--- config.mk ---
export PLATFORM = sky130hd
export DESIGN_NAME = cdcg_top
export DESIGN_NICKNAME = d
export VERILOG_FILES = /design/src/shared/cdcg_pkg.sv /design/src/hdl/cdcg_top.sv /design/src/hdl/cdcg_synth.sv
export SDC_FILE = /design/constraint.sdc
export NUM_CORES = 1
export LEC_CHECK = 0
export BUFFER_PORTS_ARGS = -buffer_cell sky130_fd_sc_hd__buf_4
export CAP_MARGIN = 20
export CELL_PAD_IN_SITES_DETAIL_PLACEMENT = 1
export CELL_PAD_IN_SITES_GLOBAL_PLACEMENT = 1
export CORE_AREA = 2 2 141 143
export DETAILED_ROUTE_END_ITERATION = 8
export DIE_AREA = 0 0 143 145
export PLACE_DENSITY = 0.66
export SETUP_SLACK_MARGIN = 0.3
export SLEW_MARGIN = 15
export SYNTH_ARGS = -nofsm -noshare
export SYNTH_HDL_FRONTEND = slang
export SYNTH_SLANG_ARGS = --single-unit
--- constraint.sdc ---
create_clock -name clk_i -period 5.5 [get_ports clk_i]
set_input_delay 0.825 -clock clk_i [delete_from_list [all_inputs] [get_ports clk_i]]
set_output_delay 0.825 -clock clk_i [all_outputs]
set_load 0.03 [all_outputs]
--- src/shared/cdcg_pkg.sv ---
// Register map, field layout, reset values and timing constants of the drive clock generator
package cdcg_pkg;

    // Register byte offsets (word aligned)
    localparam logic [4:0] CDCG_OFS_GEN_CTRL  = 5'h00;
    localparam logic [4:0] CDCG_OFS_FREQ_LO   = 5'h04;
    localparam logic [4:0] CDCG_OFS_FREQ_HI   = 5'h08;
    localparam logic [4:0] CDCG_OFS_PWM_CTRL  = 5'h0C;
    localparam logic [4:0] CDCG_OFS_DT_CTRL   = 5'h10;
    localparam logic [4:0] CDCG_OFS_STATUS    = 5'h14;

    // generator_control fields
    localparam int CDCG_BIT_SYNTH_EN   = 7;
    localparam int CDCG_BIT_FIXED_EN   = 6;
    localparam int CDCG_BIT_OUT_SEL    = 5;
    localparam int CDCG_BIT_IN_SEL     = 4;

    // pwm_output_control fields
    localparam int CDCG_MODE_LSB       = 4;
    localparam logic [3:0] CDCG_MODE_PLAIN = 4'h5;
    localparam logic [3:0] CDCG_MODE_COMPL = 4'hA;

    // dead_time_protect_control fields
    localparam int CDCG_BIT_WPROT      = 7;
    localparam int CDCG_PSC_LSB        = 3;
    localparam int CDCG_DT_LSB         = 0;

    // Reset values
    localparam logic [7:0] CDCG_RST_GEN_CTRL = 8'h00;
    localparam logic [7:0] CDCG_RST_FREQ_LO  = 8'h00;
    localparam logic [2:0] CDCG_RST_FREQ_HI  = 3'h0;
    localparam logic [7:0] CDCG_RST_PWM_CTRL = 8'h50;
    localparam logic [7:0] CDCG_RST_DT_CTRL  = 8'h00;

    // Synthesizer: frequency in units of 0.1 kHz, accumulator modulus at full clock
    localparam int          CDCG_CLK_HZ      = 100_000_000;
    localparam int          CDCG_STEP_HZ     = 100;
    localparam logic [12:0] CDCG_BASE_UNITS  = 13'h3E8;          // 100 kHz
    localparam logic [10:0] CDCG_CODE_MAX    = 11'h4B0;          // 1200 -> 220 kHz
    localparam logic [19:0] CDCG_ACC_MOD     = 20'(CDCG_CLK_HZ / CDCG_STEP_HZ);

    // Fixed generator: 1 MHz, half period in full-rate ticks
    localparam int          CDCG_FIXED_HZ    = 1_000_000;
    localparam logic [6:0]  CDCG_FIXED_HALF  = 7'(CDCG_CLK_HZ / (2 * CDCG_FIXED_HZ));

endpackage : cdcg_pkg

--- src/hdl/cdcg_top.sv ---
// Drive clock generator: register slave, generators, output select and PWM stage
`timescale 1ns/1ps

// Functional notes
// (RQ1) The input select bit feeds the generators with half the crystal clock at 0, full at 1.
// (RQ2) Bit 7 enables the synthesizer and bit 6 the fixed generator, each independently.
// (RQ3) The synthesizer covers 100 kHz to 220 kHz in 0.1 kHz steps.
// (RQ4) The fixed generator runs at 1 MHz whenever it is enabled.
// (RQ5) The output select bit routes the synthesizer at 0 and the 1 MHz generator at 1.
// (RQ6) An 11-bit code split over two registers gives 100 kHz plus code times 0.1 kHz.
// (RQ7) Codes above 1200 give 220 kHz.
// (RQ8) The selected generator output is the drive from which the PWM pins are derived.
// (RQ9) Bits 3..0 of the PWM control register each enable one PWM output.
// (RQ10) Mode pattern 0101 is plain mode and 1010 is complementary bridge mode with dead time.
// (RQ11) Writing any other mode pattern requests a full controller reset.
// (RQ12) The PWM control register resets to mode 0101 with all channels disabled.
// (RQ13) The write-protect bit blocks writes to the PWM control and dead-time fields when set.
// (RQ14) The dead-time prescaler divides the high-speed clock by 1, 2, 4 or 8.
// (RQ15) Dead time is (code+1) prescaled periods minus one high-speed clock period.
// (RQ16) Disabled channels stay low and a disabled generator makes no transitions.
module cdcg_top
    import cdcg_pkg::*;
(
    // Clock and reset
    input  wire logic        clk_i,
    input  wire logic        srst_i,
    // Avalon-MM slave
    input  wire logic [4:0]  avs_address_i,
    input  wire logic        avs_read_i,
    input  wire logic        avs_write_i,
    input  wire logic [31:0] avs_writedata_i,
    input  wire logic [3:0]  avs_byteenable_i,
    output logic [31:0]      avs_readdata_o,
    output logic             avs_waitrequest_o,
    // Drive outputs
    output logic [3:0]       pwm_o,
    output logic             gen_out_o,
    // System
    output logic             mcu_reset_req_o
);

    // Registers
    logic [7:0]  gen_ctrl_q;
    logic [7:0]  freq_lo_q;
    logic [2:0]  freq_hi_q;
    logic [7:0]  pwm_ctrl_q;
    logic [7:0]  dt_ctrl_q;

    // Bus handshake
    logic        bus_req;
    logic        wr_go;
    logic [7:0]  wr_byte;
    logic [31:0] rd_data;
    logic        wprot;

    // Generators
    logic        half_tick_q;
    logic        tick;
    logic        synth_out;
    logic [6:0]  fix_cnt_q;
    logic [6:0]  fix_half;
    logic        fix_out_q;
    logic        drive_n;

    // Dead time
    logic        drive_q;
    logic [5:0]  dt_cnt_q;
    logic [5:0]  dt_cnt_d;
    logic        compl_mode;
    logic [3:0]  pwm_d;

    // Dead time in clock cycles: ((k+1) << psc) - 1
    function automatic logic [5:0] dt_cycles(input logic [2:0] k, input logic [1:0] psc);
        logic [6:0] periods;
        periods = 7'({4'h0, k} + 7'h01) << psc;                          // [RQ14]
        return 6'(periods - 7'h01);                                      // [RQ15]
    endfunction

    // ---------------- Avalon-MM slave ----------------

    // One wait cycle, then a single cycle with waitrequest low
    assign bus_req = avs_read_i | avs_write_i;
    assign wr_go   = avs_write_i & ~avs_waitrequest_o & avs_byteenable_i[0];
    assign wr_byte = avs_writedata_i[7:0];
    assign wprot   = dt_ctrl_q[CDCG_BIT_WPROT];

    always_ff @(posedge clk_i) begin
        if (srst_i) begin
            avs_waitrequest_o <= 1'b1;
        end else if (bus_req && avs_waitrequest_o) begin
            avs_waitrequest_o <= 1'b0;
        end else begin
            avs_waitrequest_o <= 1'b1;
        end
    end

    always_comb begin
        rd_data = 32'h00000000;
        case (avs_address_i)
            CDCG_OFS_GEN_CTRL: rd_data[7:0] = gen_ctrl_q;
            CDCG_OFS_FREQ_LO:  rd_data[7:0] = freq_lo_q;
            CDCG_OFS_FREQ_HI:  rd_data[2:0] = freq_hi_q;
            CDCG_OFS_PWM_CTRL: rd_data[7:0] = pwm_ctrl_q;
            CDCG_OFS_DT_CTRL:  rd_data[7:0] = dt_ctrl_q;
            CDCG_OFS_STATUS:   rd_data[7:0] = {pwm_o, gen_out_o, fix_out_q, synth_out, drive_q};
            default:           rd_data = 32'h00000000;
        endcase
    end

    // Read data is valid in the cycle waitrequest is low
    always_ff @(posedge clk_i) begin
        if (srst_i) begin
            avs_readdata_o <= 32'h00000000;
        end else if (avs_read_i && avs_waitrequest_o) begin
            avs_readdata_o <= rd_data;
        end
    end

    // ---------------- Register file ----------------

    always_ff @(posedge clk_i) begin
        if (srst_i) begin
            gen_ctrl_q <= CDCG_RST_GEN_CTRL;
        end else if (wr_go && avs_address_i == CDCG_OFS_GEN_CTRL) begin
            gen_ctrl_q <= {wr_byte[7:4], 4'h0};                          // [RQ2]
        end
    end

    always_ff @(posedge clk_i) begin
        if (srst_i) begin
            freq_lo_q <= CDCG_RST_FREQ_LO;
            freq_hi_q <= CDCG_RST_FREQ_HI;
        end else if (wr_go && avs_address_i == CDCG_OFS_FREQ_LO) begin
            freq_lo_q <= wr_byte;                                        // [RQ6]
        end else if (wr_go && avs_address_i == CDCG_OFS_FREQ_HI) begin
            freq_hi_q <= wr_byte[2:0];                                   // [RQ6]
        end
    end

    // Bad mode patterns are not stored; they only raise the reset request
    always_ff @(posedge clk_i) begin
        if (srst_i) begin
            pwm_ctrl_q <= CDCG_RST_PWM_CTRL;                             // [RQ12]
        end else if (wr_go && !wprot && avs_address_i == CDCG_OFS_PWM_CTRL) begin // [RQ13]
            if (wr_byte[7:4] == CDCG_MODE_PLAIN || wr_byte[7:4] == CDCG_MODE_COMPL) begin
                pwm_ctrl_q <= wr_byte;                                   // [RQ10]
            end
        end
    end

    always_ff @(posedge clk_i) begin
        if (srst_i) begin
            mcu_reset_req_o <= 1'b0;
        end else begin
            mcu_reset_req_o <= wr_go && !wprot && avs_address_i == CDCG_OFS_PWM_CTRL
                               && wr_byte[7:4] != CDCG_MODE_PLAIN
                               && wr_byte[7:4] != CDCG_MODE_COMPL;       // [RQ11]
        end
    end

    // Protect bit itself stays writable so software can unlock
    always_ff @(posedge clk_i) begin
        if (srst_i) begin
            dt_ctrl_q <= CDCG_RST_DT_CTRL;
        end else if (wr_go && avs_address_i == CDCG_OFS_DT_CTRL) begin
            dt_ctrl_q[CDCG_BIT_WPROT] <= wr_byte[CDCG_BIT_WPROT];
            if (!wprot) begin
                dt_ctrl_q[4:0] <= wr_byte[4:0];                          // [RQ13]
            end
        end
    end

    // ---------------- Generators ----------------

    // Half-rate tick alternates; full rate ticks every cycle
    always_ff @(posedge clk_i) begin
        if (srst_i) begin
            half_tick_q <= 1'b0;
        end else begin
            half_tick_q <= ~half_tick_q;
        end
    end

    assign tick = gen_ctrl_q[CDCG_BIT_IN_SEL] | half_tick_q;             // [RQ1]

    cdcg_synth u_synth (
        .clk_i  (clk_i),
        .srst_i (srst_i),
        .tick_i (tick),
        .half_i (~gen_ctrl_q[CDCG_BIT_IN_SEL]),
        .en_i   (gen_ctrl_q[CDCG_BIT_SYNTH_EN]),                         // [RQ2]
        .code_i ({freq_hi_q, freq_lo_q}),
        .out_o  (synth_out)
    );

    // Half period counts halve when ticks come at half rate
    assign fix_half = gen_ctrl_q[CDCG_BIT_IN_SEL] ? CDCG_FIXED_HALF : {1'b0, CDCG_FIXED_HALF[6:1]};

    always_ff @(posedge clk_i) begin
        if (srst_i || !gen_ctrl_q[CDCG_BIT_FIXED_EN]) begin
            fix_cnt_q <= 7'h00;                                          // [RQ16]
            fix_out_q <= 1'b0;
        end else if (tick) begin
            if (fix_cnt_q >= fix_half - 7'h01) begin
                fix_cnt_q <= 7'h00;
                fix_out_q <= ~fix_out_q;                                 // [RQ4]
            end else begin
                fix_cnt_q <= fix_cnt_q + 7'h01;
            end
        end
    end

    assign drive_n = gen_ctrl_q[CDCG_BIT_OUT_SEL] ? fix_out_q : synth_out; // [RQ5]

    always_ff @(posedge clk_i) begin
        if (srst_i) begin
            gen_out_o <= 1'b0;
        end else begin
            gen_out_o <= drive_n;
        end
    end

    // ---------------- PWM stage ----------------

    assign compl_mode = pwm_ctrl_q[7:4] == CDCG_MODE_COMPL;

    // Dead-time counter reloads on every drive edge in complementary mode; both sides idle while it runs
    always_comb begin
        if (drive_n != drive_q && compl_mode) begin
            dt_cnt_d = dt_cycles(dt_ctrl_q[2:0], dt_ctrl_q[4:3]);        // [RQ15]
        end else if (dt_cnt_q != 6'h00) begin
            dt_cnt_d = dt_cnt_q - 6'h01;
        end else begin
            dt_cnt_d = 6'h00;
        end
        if (compl_mode) begin
            pwm_d[0] = drive_n & (dt_cnt_d == 6'h00);                    // [RQ10]
            pwm_d[1] = ~drive_n & (dt_cnt_d == 6'h00);
        end else begin
            pwm_d[0] = drive_n;                                          // [RQ8]
            pwm_d[1] = ~drive_n;
        end
        pwm_d[2] = pwm_d[0];
        pwm_d[3] = pwm_d[1];
        pwm_d    = pwm_d & pwm_ctrl_q[3:0];                              // [RQ9] [RQ16]
    end

    always_ff @(posedge clk_i) begin
        if (srst_i) begin
            drive_q  <= 1'b0;
            dt_cnt_q <= 6'h00;
            pwm_o    <= 4'h0;
        end else begin
            drive_q  <= drive_n;
            dt_cnt_q <= dt_cnt_d;
            pwm_o    <= pwm_d;
        end
    end

endmodule : cdcg_top

--- src/hdl/cdcg_synth.sv ---
// Phase-accumulator synthesizer for the 100 kHz to 220 kHz generator
`timescale 1ns/1ps

module cdcg_synth
    import cdcg_pkg::*;
(
    // Clock and reset
    input  wire logic        clk_i,
    input  wire logic        srst_i,
    // Control
    input  wire logic        tick_i,
    input  wire logic        half_i,
    input  wire logic        en_i,
    input  wire logic [10:0] code_i,
    // Output
    output logic             out_o
);

    logic [10:0] code_lim;
    logic [12:0] units;
    logic [13:0] step;
    logic [20:0] acc_sum;
    logic [19:0] acc_q;
    logic [19:0] acc_d;

    always_comb begin
        code_lim = (code_i > CDCG_CODE_MAX) ? CDCG_CODE_MAX : code_i;   // [RQ7]
        units    = CDCG_BASE_UNITS + {2'b00, code_lim};                  // [RQ3] [RQ6]
        // Half-rate ticks take double steps so the frequency is unchanged
        step     = half_i ? {units, 1'b0} : {1'b0, units};
        acc_sum  = {1'b0, acc_q} + {7'h00, step};
        acc_d    = (acc_sum >= {1'b0, CDCG_ACC_MOD}) ?
                   20'(acc_sum - {1'b0, CDCG_ACC_MOD}) : acc_sum[19:0];
    end

    always_ff @(posedge clk_i) begin
        if (srst_i || !en_i) begin
            acc_q <= 20'h00000;                                          // [RQ16]
        end else if (tick_i) begin
            acc_q <= acc_d;
        end
    end

    // Square wave: high in the lower half of the phase circle
    always_ff @(posedge clk_i) begin
        if (srst_i || !en_i) begin
            out_o <= 1'b0;
        end else begin
            out_o <= (acc_q < {1'b0, CDCG_ACC_MOD[19:1]});
        end
    end

endmodule : cdcg_synth

==> results.json, run 1 <==
{
  "wirelength_mm": 16.5,
  "finalSetupTns_ns": 0,
  "dr.pass1.iters": 5,
  "maxCapViolCount": 0,
  "critPathMaxFanout": 8,
  "port_buffers": 32,
  "min_path_type": "register to register",
  "synthFlopType": "dfxtp_1",
  "netlist_area_um2": 5650,
  "core_area_um2": 19200,
  "switching_power_w": 0.000420,
  "pwr-share-seq_pct": 42.4,
  "cp_top_family": "compound AO/OA/AOI/OAI gates",
  "overflow": 0,
  "die_y_um": 145,
  "status": "completed",
  "yosysWarnings": 0,
  "clk_pin_slew_ns": 0.06,
  "antenna_cells": 0,
  "final_cells": 1025,
  "track_usage_pct": 15.9,
  "clock_power_share_pct": 41.3,
  "drtIter0Drc": 227,
  "io_pins": 84,
  "wl_per_cell_um": 16.1,
  "placedCellCount": 994,
  "place_area_um2": 6090,
  "powerDensity_nw_per_um2": 217,
  "path_class": "register to register",
  "h-tree-depth": 3,
  "p_leak_nw": 2.51,
  "place_congestion": 0.872,
  "dieArea_um2": 20700,
  "multi_input_area_um2": 3910,
  "drt.antenna.violating_nets": 0,
  "yosysSeqAreaShare_pct": 28.3,
  "p_int_w": 0.00104,
  "cts_made_buffers": 9,
  "cts.sinks": 80,
  "antenna_found_initial": 0,
  "die_w_um": 143,
  "fin_crit_ns": 4.99,
  "rsz0062_at_grt": "true",
  "setup_viol": 0,
  "hold_viol": 0,
  "dpl.hpwl_mm": 12.2,
  "combPwrFrac_pct": 16.3,
  "peakVddDrop_mv": 0.195,
  "syn_area_per_cell_um2": 7.90,
  "max_stage_delay_ns": 0.36,
  "worst_setup_path_start_kind": "register",
  "cp.arrival_ns": 5.19,
  "path_cells": "nor4_4 -> nor2_1 -> o21a_1 -> o31ai_2 -> nand2b_1 -> ha_4 -> or3_4 -> nor2_4 -> o21bai_1 -> o21ai_1 -> a31oi_2 -> ha_4 -> and4_4 -> nor2b_4 -> o211ai_1 -> a21bo_2 -> xnor2_2 -> and4b_1 -> a41oi_4 -> buf_6 -> a211oi_4 -> xnor2_1 -> a21oi_1",
  "p_sw_share_pct": 28.7,
  "stdcell_area_um2": 6750,
  "cts_tree": "done",
  "slowest_stage": "dfxtp_4",
  "clk_latency_ns": 0.34,
  "setup_ws_ns": 0.513,
  "clock_path_buffers": 2,
  "fin_worst_skew_ns": 0.00360,
  "nNetsFinal": 826,
  "ys_types": 77,
  "cp-end-kind": "register",
  "fmax_ghz": 0.201,
  "nFillCells": 2341,
  "crit_required_ns": 5.70,
  "slew_headroom_pct": 47.9,
  "crit_buf_inv": 1,
  "grt_max_degree": 45,
  "avgViaCountPerCell": 5.03,
  "ff_latch_area_um2": 1610,
  "place_ws_ns": 0.0286,
  "ys_ff_latch": 80,
  "drv_slew": 0,
  "syn_inst": 715,
  "synth_edf_count": 0,
  "start_util_pct": 29.4,
  "drc": 0,
  "syn_to_final_growth_pct": 19.5,
  "period_share_pct": 90.7,
  "grt_first_pass_wirelength_mm": 26.6,
  "cts_root_buf": "clkbuf_16",
  "rows": 51,
  "via_count": 5157,
  "final_core_util_pct": 35.2,
  "tightestPinTransition_ns": 0.771,
  "grt_pass1_vias": 5165,
  "async_flop_share_pct": 0,
  "layout-drive-gt1-share_pct": 19.3,
  "crit_top_cell": "ha_4"
}
==> sequential cells by signal (all words and copies together) (netlist names), 3 cells and up <==
register and cells:
avs_readdata_o 8, dt_cnt_q 6, dt_ctrl_q 6, fix_cnt_q 7, freq_hi_q 3, freq_lo_q 8
gen_ctrl_q 4, pwm_ctrl_q 8, pwm_o 4, u_synth.acc_q 20
==> cells in the mapped netlist, types with 14 or more instances <==
library cell,number,share of area [%]
nor2_1,100,6.6
mux2i_1,37,6.6
xnor2_1,27,4.2
buf_4,27,3.6
clkbuf_1,27,1.8
a21oi_1,68,6.0
nand2b_1,14,1.5
dfxtp_1,80,28
o21ai_0,30,2.7
inv_1,25,1.7
nand2_1,62,4.1
ha_1,24,5.3
==> routing by layer <==
metal  wire, um  track usage [%]
met1       8270             22.1
met2       7640             25.5
met5          0                0
met4        263             5.10
met3        335             1.88
==> metrics by stage <==
step	hold slack [ns]	total power [W]
final	0.435	0.00146
after global routing	0.461	0.00153
after CTS	0.443	0.00148
after detailed placement	0.433	0.000872
after global placement	0.418	0.000868
after floorplan	0.408	0.000823
==> area by class of cell <==
| type | instances | share of cell area (%) |
|---|---|---|
| Sequential cell | 80 | 23.8 |
| Clock buffer | 10 | 3.39 |
| Timing Repair Buffer | 67 | 7.56 |
| Inverter | 27 | 1.54 |
| Tap cell | 265 | 4.91 |
| Clock inverter | 5 | 0.852 |
| Multi-Input combinational cell | 571 | 58.0 |
==> layout by cell type (no fill, tap or decap), drive strengths merged, types with 3 or more instances in the layout <==
| master | synthesis | final |
|---|---|---|
| and4 | 7 | 7 |
| and3 | 3 | 3 |
| o31a | 3 | 3 |
| nand2b | 14 | 14 |
| inv | 25 | 26 |
| a221oi | 3 | 3 |
| nor3b | 4 | 4 |
| a22oi | 5 | 5 |
| mux2i | 37 | 37 |
| clkbuf | 27 | 10 |
| a2111oi | 5 | 5 |
| and2 | 7 | 7 |
| o31ai | 6 | 6 |
| nor4 | 6 | 6 |
| nor3 | 11 | 11 |
| nor2 | 101 | 101 |
| nand3 | 13 | 13 |
| dfxtp | 80 | 80 |
| conb | 1 | 24 |
| or3 | 5 | 5 |
| buf | 33 | 67 |
| nand4 | 3 | 3 |
| ha | 24 | 24 |
| o21ai | 34 | 34 |
| xor2 | 12 | 12 |
| nand2 | 62 | 62 |
| o221ai | 3 | 3 |
| xnor2 | 27 | 27 |
| nor4bb | 3 | 3 |
| a21o | 10 | 10 |
| a21boi | 3 | 3 |
| a31oi | 8 | 8 |
| a211oi | 9 | 9 |
| clkinv | 2 | 5 |
| o211ai | 11 | 11 |
| o21a | 3 | 3 |
| a21oi | 72 | 72 |
==> power groups by stage <==
stage	Combinational (W)	Sequential [W]	Clock, W
after global routing	0.000268	0.000623	0.000640
after detailed placement	0.000238	0.000634	0
final	0.000239	0.000620	0.000604
after floorplan	0.000185	0.000638	0
after CTS	0.000240	0.000620	0.000621
after global placement	0.000234	0.000634	0
==> path summary, 6_finish.rpt <==
| kind | startpoint | endpoint | slack, ns | depth (start not counted) |
|---|---|---|---|---|
| setup / recovery | freq_lo_q[0]$_SDFFE_PP0P_ | u_synth.acc_q[12]$_SDFFE_PP0P_ | 0.51 | 23 |
| hold / removal | half_tick_q$_SDFF_PP0_ | half_tick_q$_SDFF_PP0_ | 0.44 | 1 |
| setup reg to reg | freq_lo_q[0]$_SDFFE_PP0P_ | u_synth.acc_q[12]$_SDFFE_PP0P_ | 0.51 | 23 |
| hold reg to reg | half_tick_q$_SDFF_PP0_ | half_tick_q$_SDFF_PP0_ | 0.44 | 1 |
==> cells by family after synthesis <==
logic type               after synthesis  share of synthesized area [%]
AND/OR/NAND/NOR                      256                           22.4
AO/OA/AOI/OAI                        190                           22.9
buffers and inverters                 87                           8.10
flip-flops                            80                           28.3
XOR/XNOR                              39                           6.05
multiplexers                          37                           6.55
adder cells (fa/ha/maj)               25                           5.67
other                                  1                         0.0664
==> worst register-to-register path, cell delays in order (launching register included) <==
cell and delay [ns]:
dfxtp_4 0.36, nor4_4 0.28, nor2_1 0.07, o21a_1 0.19
o31ai_2 0.28, nand2b_1 0.14, ha_4 0.20, or3_4 0.35
nor2_4 0.12, o21bai_1 0.11, o21ai_1 0.09, a31oi_2 0.25
ha_4 0.23, and4_4 0.25, nor2b_4 0.13, o211ai_1 0.19
a21bo_2 0.30, xnor2_2 0.20, and4b_1 0.28, a41oi_4 0.20
buf_6 0.19, a211oi_4 0.23, xnor2_1 0.14, a21oi_1 0.08
==> what timing repair did <==
item | 4_1_cts | 5_1_grt
endpoints found under the setup margin | 12 | 12
hold buffers | 0 | 0
gates cloned | 0 | 0
pin swaps | 9 | 33
buffers inserted | 4 | 12
gates resized for setup | 13 | 41
Note: power is estimated with default switching activity, not from simulation.
==> inputs of run 2 (changes only) <==
--- a/config.mk
+++ b/config.mk
@@ -9,10 +9,11 @@
 export CAP_MARGIN = 20
 export CELL_PAD_IN_SITES_DETAIL_PLACEMENT = 1
 export CELL_PAD_IN_SITES_GLOBAL_PLACEMENT = 1
-export CORE_AREA = 2 2 141 143
+export CORE_AREA = 2 2 155 112
+export CTS_BUF_LIST = sky130_fd_sc_hd__clkbuf_4 sky130_fd_sc_hd__clkbuf_8 sky130_fd_sc_hd__clkbuf_16
 export DETAILED_ROUTE_END_ITERATION = 8
-export DIE_AREA = 0 0 143 145
-export PLACE_DENSITY = 0.66
+export DIE_AREA = 0 0 157 114
+export PLACE_DENSITY = 0.74
 export SETUP_SLACK_MARGIN = 0.3
 export SLEW_MARGIN = 15
 export SYNTH_ARGS = -nofsm -noshare
==> run 2 against run 1 <==
Routed wire length grew 5.9%. Combinational power is 4% higher. Flip-flop and latch count unchanged. Global-route usage rose by 3.6 points. Critical endpoint is now u_synth.acc_q[14]$_SDFFE_PP0P_. Sequential power about the same. Worst setup slack worse by 0.19 ns. Fmax fell by 3.7%. Die area is 14% lower. Power rose by 6.9%. Cell count is 3.7% lower.
==> results.json, run 2 (synthesis results as in run 1) <==
{
  "rows": 40,
  "min_path_type": "register to register",
  "peakVddDrop_mv": 0.120,
  "dieArea_um2": 17900,
  "mostFrequentLayoutCell": "nor2_1",
  "fin_worst_skew_ns": 0.0131,
  "die_y_um": 114,
  "placedCellCount": 964,
  "cts_root_buf": "clkbuf_16",
  "rsz0062_at_grt": "true",
  "dr.pass1.iters": 4,
  "grt_first_pass_wirelength_mm": 27.2,
  "cts.sinks": 80,
  "layout-drive-gt1-share_pct": 19.0,
  "reg2reg_from": "freq_lo_q[3]$_SDFFE_PP0P_",
  "setup_viol": 0,
  "h-tree-depth": 3,
  "drv_slew": 0,
  "io_pins": 84,
  "clk_pin_slew_ns": 0.08,
  "track_usage_pct": 19.5,
  "largest_reg_flops": 20,
  "grt_pass1_vias": 5007,
  "cp.arrival_ns": 5.42,
  "die_w_um": 157,
  "fin_crit_ns": 5.18,
  "reg2reg_depth": 22,
  "drt.antenna.violating_nets": 0,
  "powerDensity_nw_per_um2": 232,
  "via_count": 5218,
  "clock_path_buffers": 2,
  "place_congestion": 0.826,
  "r2r_end": "u_synth.acc_q[14]$_SDFFE_PP0P_",
  "cts_made_buffers": 9,
  "wl_per_cell_um": 17.7,
  "drc": 0,
  "final_cell_mix": "98 x nor2_1, 77 x dfxtp_1, 62 x nand2_1, 61 x a21oi_1, 59 x buf_4",
  "critPathMaxFanout": 8,
  "avgViaCountPerCell": 5.29,
  "overflow": 0,
  "finalSetupTns_ns": 0,
  "cp-end-kind": "register",
  "port_buffers": 32,
  "path_class": "register to register",
  "core_area_um2": 16600,
  "syn_to_final_growth_pct": 19.2,
  "nNetsFinal": 821,
  "startpoint": "freq_lo_q[3]$_SDFFE_PP0P_",
  "status": "completed",
  "crit_required_ns": 5.74,
  "slew_headroom_pct": 46.9,
  "period_share_pct": 94.2,
  "fmax_ghz": 0.193,
  "rrSetupSlack_ns": 0.32,
  "hold_viol": 0,
  "worstSetupEndpoint": "u_synth.acc_q[14]$_SDFFE_PP0P_",
  "final_cells": 987,
  "tightestPinTransition_ns": 0.785,
  "clk_latency_ns": 0.36,
  "worst_setup_path_start_kind": "register",
  "antenna_found_initial": 0,
  "antenna_cells": 0,
  "drtIter0Drc": 310,
  "wirelength_mm": 17.5,
  "dpl.hpwl_mm": 12.8,
  "cts_tree": "done",
  "regMostFlops": "u_synth.acc_q",
  "maxCapViolCount": 0,
  "p_leak_nw": 2.53,
  "start_util_pct": 34.1,
  "grt_max_degree": 45
}
run 2: layout make-up:
| class | count | area, um^2 |
|---|---|---|
| tap | 231 | 289 |
| fill | 1986 | 9830 |
| sequential | 80 | 1610 |
| clock buffer | 9 | 225 |
| multi-input combinational | 571 | 3920 |
| timing repair buffer | 62 | 485 |
| clock inverter | 7 | 109 |
| inverter | 27 | 101 |
run 2: how the worst min path moves through the flow:
stage / startpoint / endpoint / slack, ns / cells after the start
final: avs_waitrequest_o$_SDFF_PP1_ / avs_waitrequest_o$_SDFF_PP1_ / 0.45 / 1
after detailed placement: avs_waitrequest_o$_SDFF_PP1_ / avs_waitrequest_o$_SDFF_PP1_ / 0.42 / 1
after CTS: half_tick_q$_SDFF_PP0_ / half_tick_q$_SDFF_PP0_ / 0.44 / 1
after floorplan: half_tick_q$_SDFF_PP0_ / half_tick_q$_SDFF_PP0_ / 0.41 / 1
after global routing: avs_waitrequest_o$_SDFF_PP1_ / avs_waitrequest_o$_SDFF_PP1_ / 0.46 / 1
after global placement: half_tick_q$_SDFF_PP0_ / half_tick_q$_SDFF_PP0_ / 0.42 / 1
run 2: timing repair:
action	in CTS	in global routing
endpoints found under the setup margin	12	12
setup buffers	1	6
hold buffers	0	0
pin swaps	1	32
gates resized for setup	14	43
run 2: through the flow:
| step | cell area [um^2] | util (%) | setup WS [ns] | power [W] | hold slack [ns] |
|---|---|---|---|---|---|
| finish | 6730 | 40.6 | 0.321 | 0.00156 | 0.445 |
| global route | 6730 | 40.6 | 0.115 | 0.00163 | 0.462 |
| global placement | 6080 | 36.7 | 0.162 | 0.000874 | 0.417 |
| floorplan | 5740 | - | 0.661 | 0.000823 | 0.408 |
| detailed placement | 6080 | 36.7 | 0.0849 | 0.000879 | 0.422 |
| CTS | 6490 | 39.2 | 0.302 | 0.00158 | 0.445 |
run 2: routing by layer:
| layer | GRT usage, % | share of wire, % | vias to the layer above |
|---|---|---|---|
| li1 | - | - | 2562 |
| met1 | 30.7 | 55 | 2569 |
| met2 | 26.8 | 41 | 75 |
| met3 | 3.12 | 2.9 | 12 |
| met4 | 5.14 | 1.1 | 0 |
| met5 | 0 | 0 | - |
run 2: power by group:
part	leakage (nW)	internal [W]	switching [W]
Sequential	0.649	0.000602	0.0000193
Combinational	1.71	0.0000911	0.000157
Clock	0.164	0.000409	0.000286
Total	2.53	0.00110	0.000462
run 2: worst max-delay path, cell delays in order, from the launching register on:
cell and delay [ns]:
dfxtp_2 0.34, nor4_4 0.29, nor2_1 0.09, o21a_1 0.23, o31a_1 0.36, buf_4 0.20, or3_4 0.40, nor2_4 0.09
o21bai_1 0.11, o21ai_1 0.09, a31oi_1 0.24, ha_2 0.32, and4_4 0.27, nor2b_4 0.14, o211ai_1 0.20, a21bo_2 0.29
xnor2_2 0.16, and4b_2 0.26, a41oi_4 0.40, nand2_1 0.23, buf_4 0.19, o211ai_1 0.08, nand3_1 0.09
==> inputs of run 3 (changes only) <==
==> constraint.sdc (replaced) <==
create_clock -name clk_i -period 6.1 [get_ports clk_i]
set_input_delay 0.915 -clock clk_i [delete_from_list [all_inputs] [get_ports clk_i]]
set_output_delay 0.915 -clock clk_i [all_outputs]
set_load 0.03 [all_outputs]
==> run 3 against run 2 <==
Global-route usage is 0.050 points higher. Critical path depth is 1 higher. Register-to-register slack better by 0.37 ns. Die area stayed put. Via count is 1.2% lower. Fmax is 4.2% lower. Clock skew is 0.0055 ns lower. Highest routed layer unchanged.
==> results.json, run 3 (synthesis results as in run 1) <==
{
  "hold_buffers": 0,
  "rsz0062_at_grt": "false",
  "worst_setup_path_start_kind": "register",
  "wl_per_cell_um": 17.3,
  "cts_root_buf": "clkbuf_16",
  "hold_viol": 0,
  "clk_latency_ns": 0.36,
  "status": "completed",
  "maxCapViolCount": 0,
  "drtIter0Drc": 351,
  "setup_viol": 0,
  "io_pins": 84,
  "grt_first_pass_wirelength_mm": 27.1,
  "start_util_pct": 34.1,
  "track_usage_pct": 19.5,
  "p_leak_nw": 2.42,
  "place_area_um2": 5980,
  "slew_headroom_pct": 44.0,
  "cts.sinks": 80,
  "avgViaCountPerCell": 5.31,
  "regMostFlops": "u_synth.acc_q",
  "fin_crit_ns": 5.41,
  "grt_pass1_vias": 4878,
  "rrSetupSlack_ns": 0.69,
  "critPathMaxFanout": 8,
  "drc": 0,
  "largest_reg_flops": 20,
  "place_congestion": 0.828,
  "peakVddDrop_mv": 0.117,
  "placedCellCount": 951,
  "path_class": "register to register",
  "drv_slew": 0,
  "whs_ns": 0.436,
  "final_cell_mix": "100 x nor2_1, 80 x dfxtp_1, 67 x a21oi_1, 62 x nand2_1, 46 x buf_4",
  "path_cells": "nor4_2 -> nor2_1 -> o21a_1 -> o31ai_1 -> nand2b_1 -> ha_2 -> or3_1 -> nor2_1 -> o21ai_0 -> o21ai_0 -> a31oi_1 -> ha_2 -> and4_4 -> nor2b_1 -> o211ai_1 -> a21bo_2 -> xnor2_1 -> and4b_1 -> a41oi_4 -> buf_4 -> a21oi_1 -> xnor2_1 -> a21oi_1",
  "port_buffers": 32,
  "crit_required_ns": 6.32,
  "cp-end-kind": "register",
  "fmax_ghz": 0.185,
  "dieArea_um2": 17900,
  "die_w_um": 157,
  "setup_ws_ns": 0.694,
  "core_area_um2": 16600,
  "clk_pin_slew_ns": 0.07,
  "layout-drive-gt1-share_pct": 13.2,
  "tightestPinTransition_ns": 0.829,
  "finalSetupTns_ns": 0,
  "dr.pass1.iters": 5,
  "overflow": 0,
  "slowest_stage": "ha_2",
  "cts_made_buffers": 9,
  "cp.arrival_ns": 5.62,
  "max_stage_delay_ns": 0.45,
  "dpl.hpwl_mm": 12.5,
  "drt.antenna.violating_nets": 0,
  "final_cells": 971,
  "h-tree-depth": 3,
  "min_path_type": "register to register",
  "syn_to_final_growth_pct": 13.3,
  "wirelength_mm": 16.8,
  "grt_max_degree": 45,
  "stdcell_area_um2": 6400,
  "place_ws_ns": 0.531,
  "powerDensity_nw_per_um2": 220,
  "die_y_um": 114,
  "nNetsFinal": 805,
  "antenna_found_initial": 0,
  "cts_tree": "done",
  "via_count": 5155,
  "period_share_pct": 88.6,
  "antenna_cells": 0,
  "fin_worst_skew_ns": 0.00753,
  "clock_path_buffers": 2,
  "rows": 40,
  "mostFrequentLayoutCell": "nor2_1"
}
[run 3: worst paths after layout]
kind,to,from,depth (start not counted)
setup / recovery,u_synth.acc_q[10]$_SDFFE_PP0P_,freq_lo_q[1]$_SDFFE_PP0P_,23
hold / removal,avs_waitrequest_o$_SDFF_PP1_,avs_waitrequest_o$_SDFF_PP1_,1
setup reg to reg,u_synth.acc_q[10]$_SDFFE_PP0P_,freq_lo_q[1]$_SDFFE_PP0P_,23
hold reg to reg,avs_waitrequest_o$_SDFF_PP1_,avs_waitrequest_o$_SDFF_PP1_,1
[run 3: metrics by stage]
step                util, %  power, W
floorplan                 -  0.000742
global placement       36.1  0.000787
detailed placement     36.1  0.000791
CTS                    38.1   0.00142
global route           38.6   0.00147
finish                 38.6   0.00141
[run 3: layout make-up]
cell class,count,area [um^2]
fill,2015,10200
multi-input combinational,571,3730
sequential,80,1600
timing repair buffer,46,345
tap,231,289
clock buffer,9,225
clock inverter,7,109
inverter,27,101
[run 3: critical path, delay by kind of cell (launching register included)]
family / cells / cell delay (ns)
compound gates: 10 / 1.81
simple gates: 8 / 1.77
fa+ha+maj: 2 / 0.69
xor+xnor: 2 / 0.40
flops: 1 / 0.37
buf+inv: 1 / 0.22
[run 3: what timing repair did]
action,in CTS,in global routing
setup endpoints to repair,0,12
resized for setup,0,12
buffers inserted,0,4
[run 3: where the power goes]
part | switching (W) | internal [W]
logic | 0.000141 | 0.0000818
clock network | 0.000259 | 0.000368
registers | 0.0000172 | 0.000542
[run 3: routing by layer]
| metal | vias to the layer above | track usage [%] | share of wire, % |
|---|---|---|---|
| met5 | - | 0 | 0 |
| met4 | 0 | 3.91 | 0.78 |
| met3 | 10 | 3.91 | 4.8 |
| met2 | 99 | 26.2 | 40 |
| met1 | 2516 | 31.4 | 54 |
| li1 | 2530 | - | - |
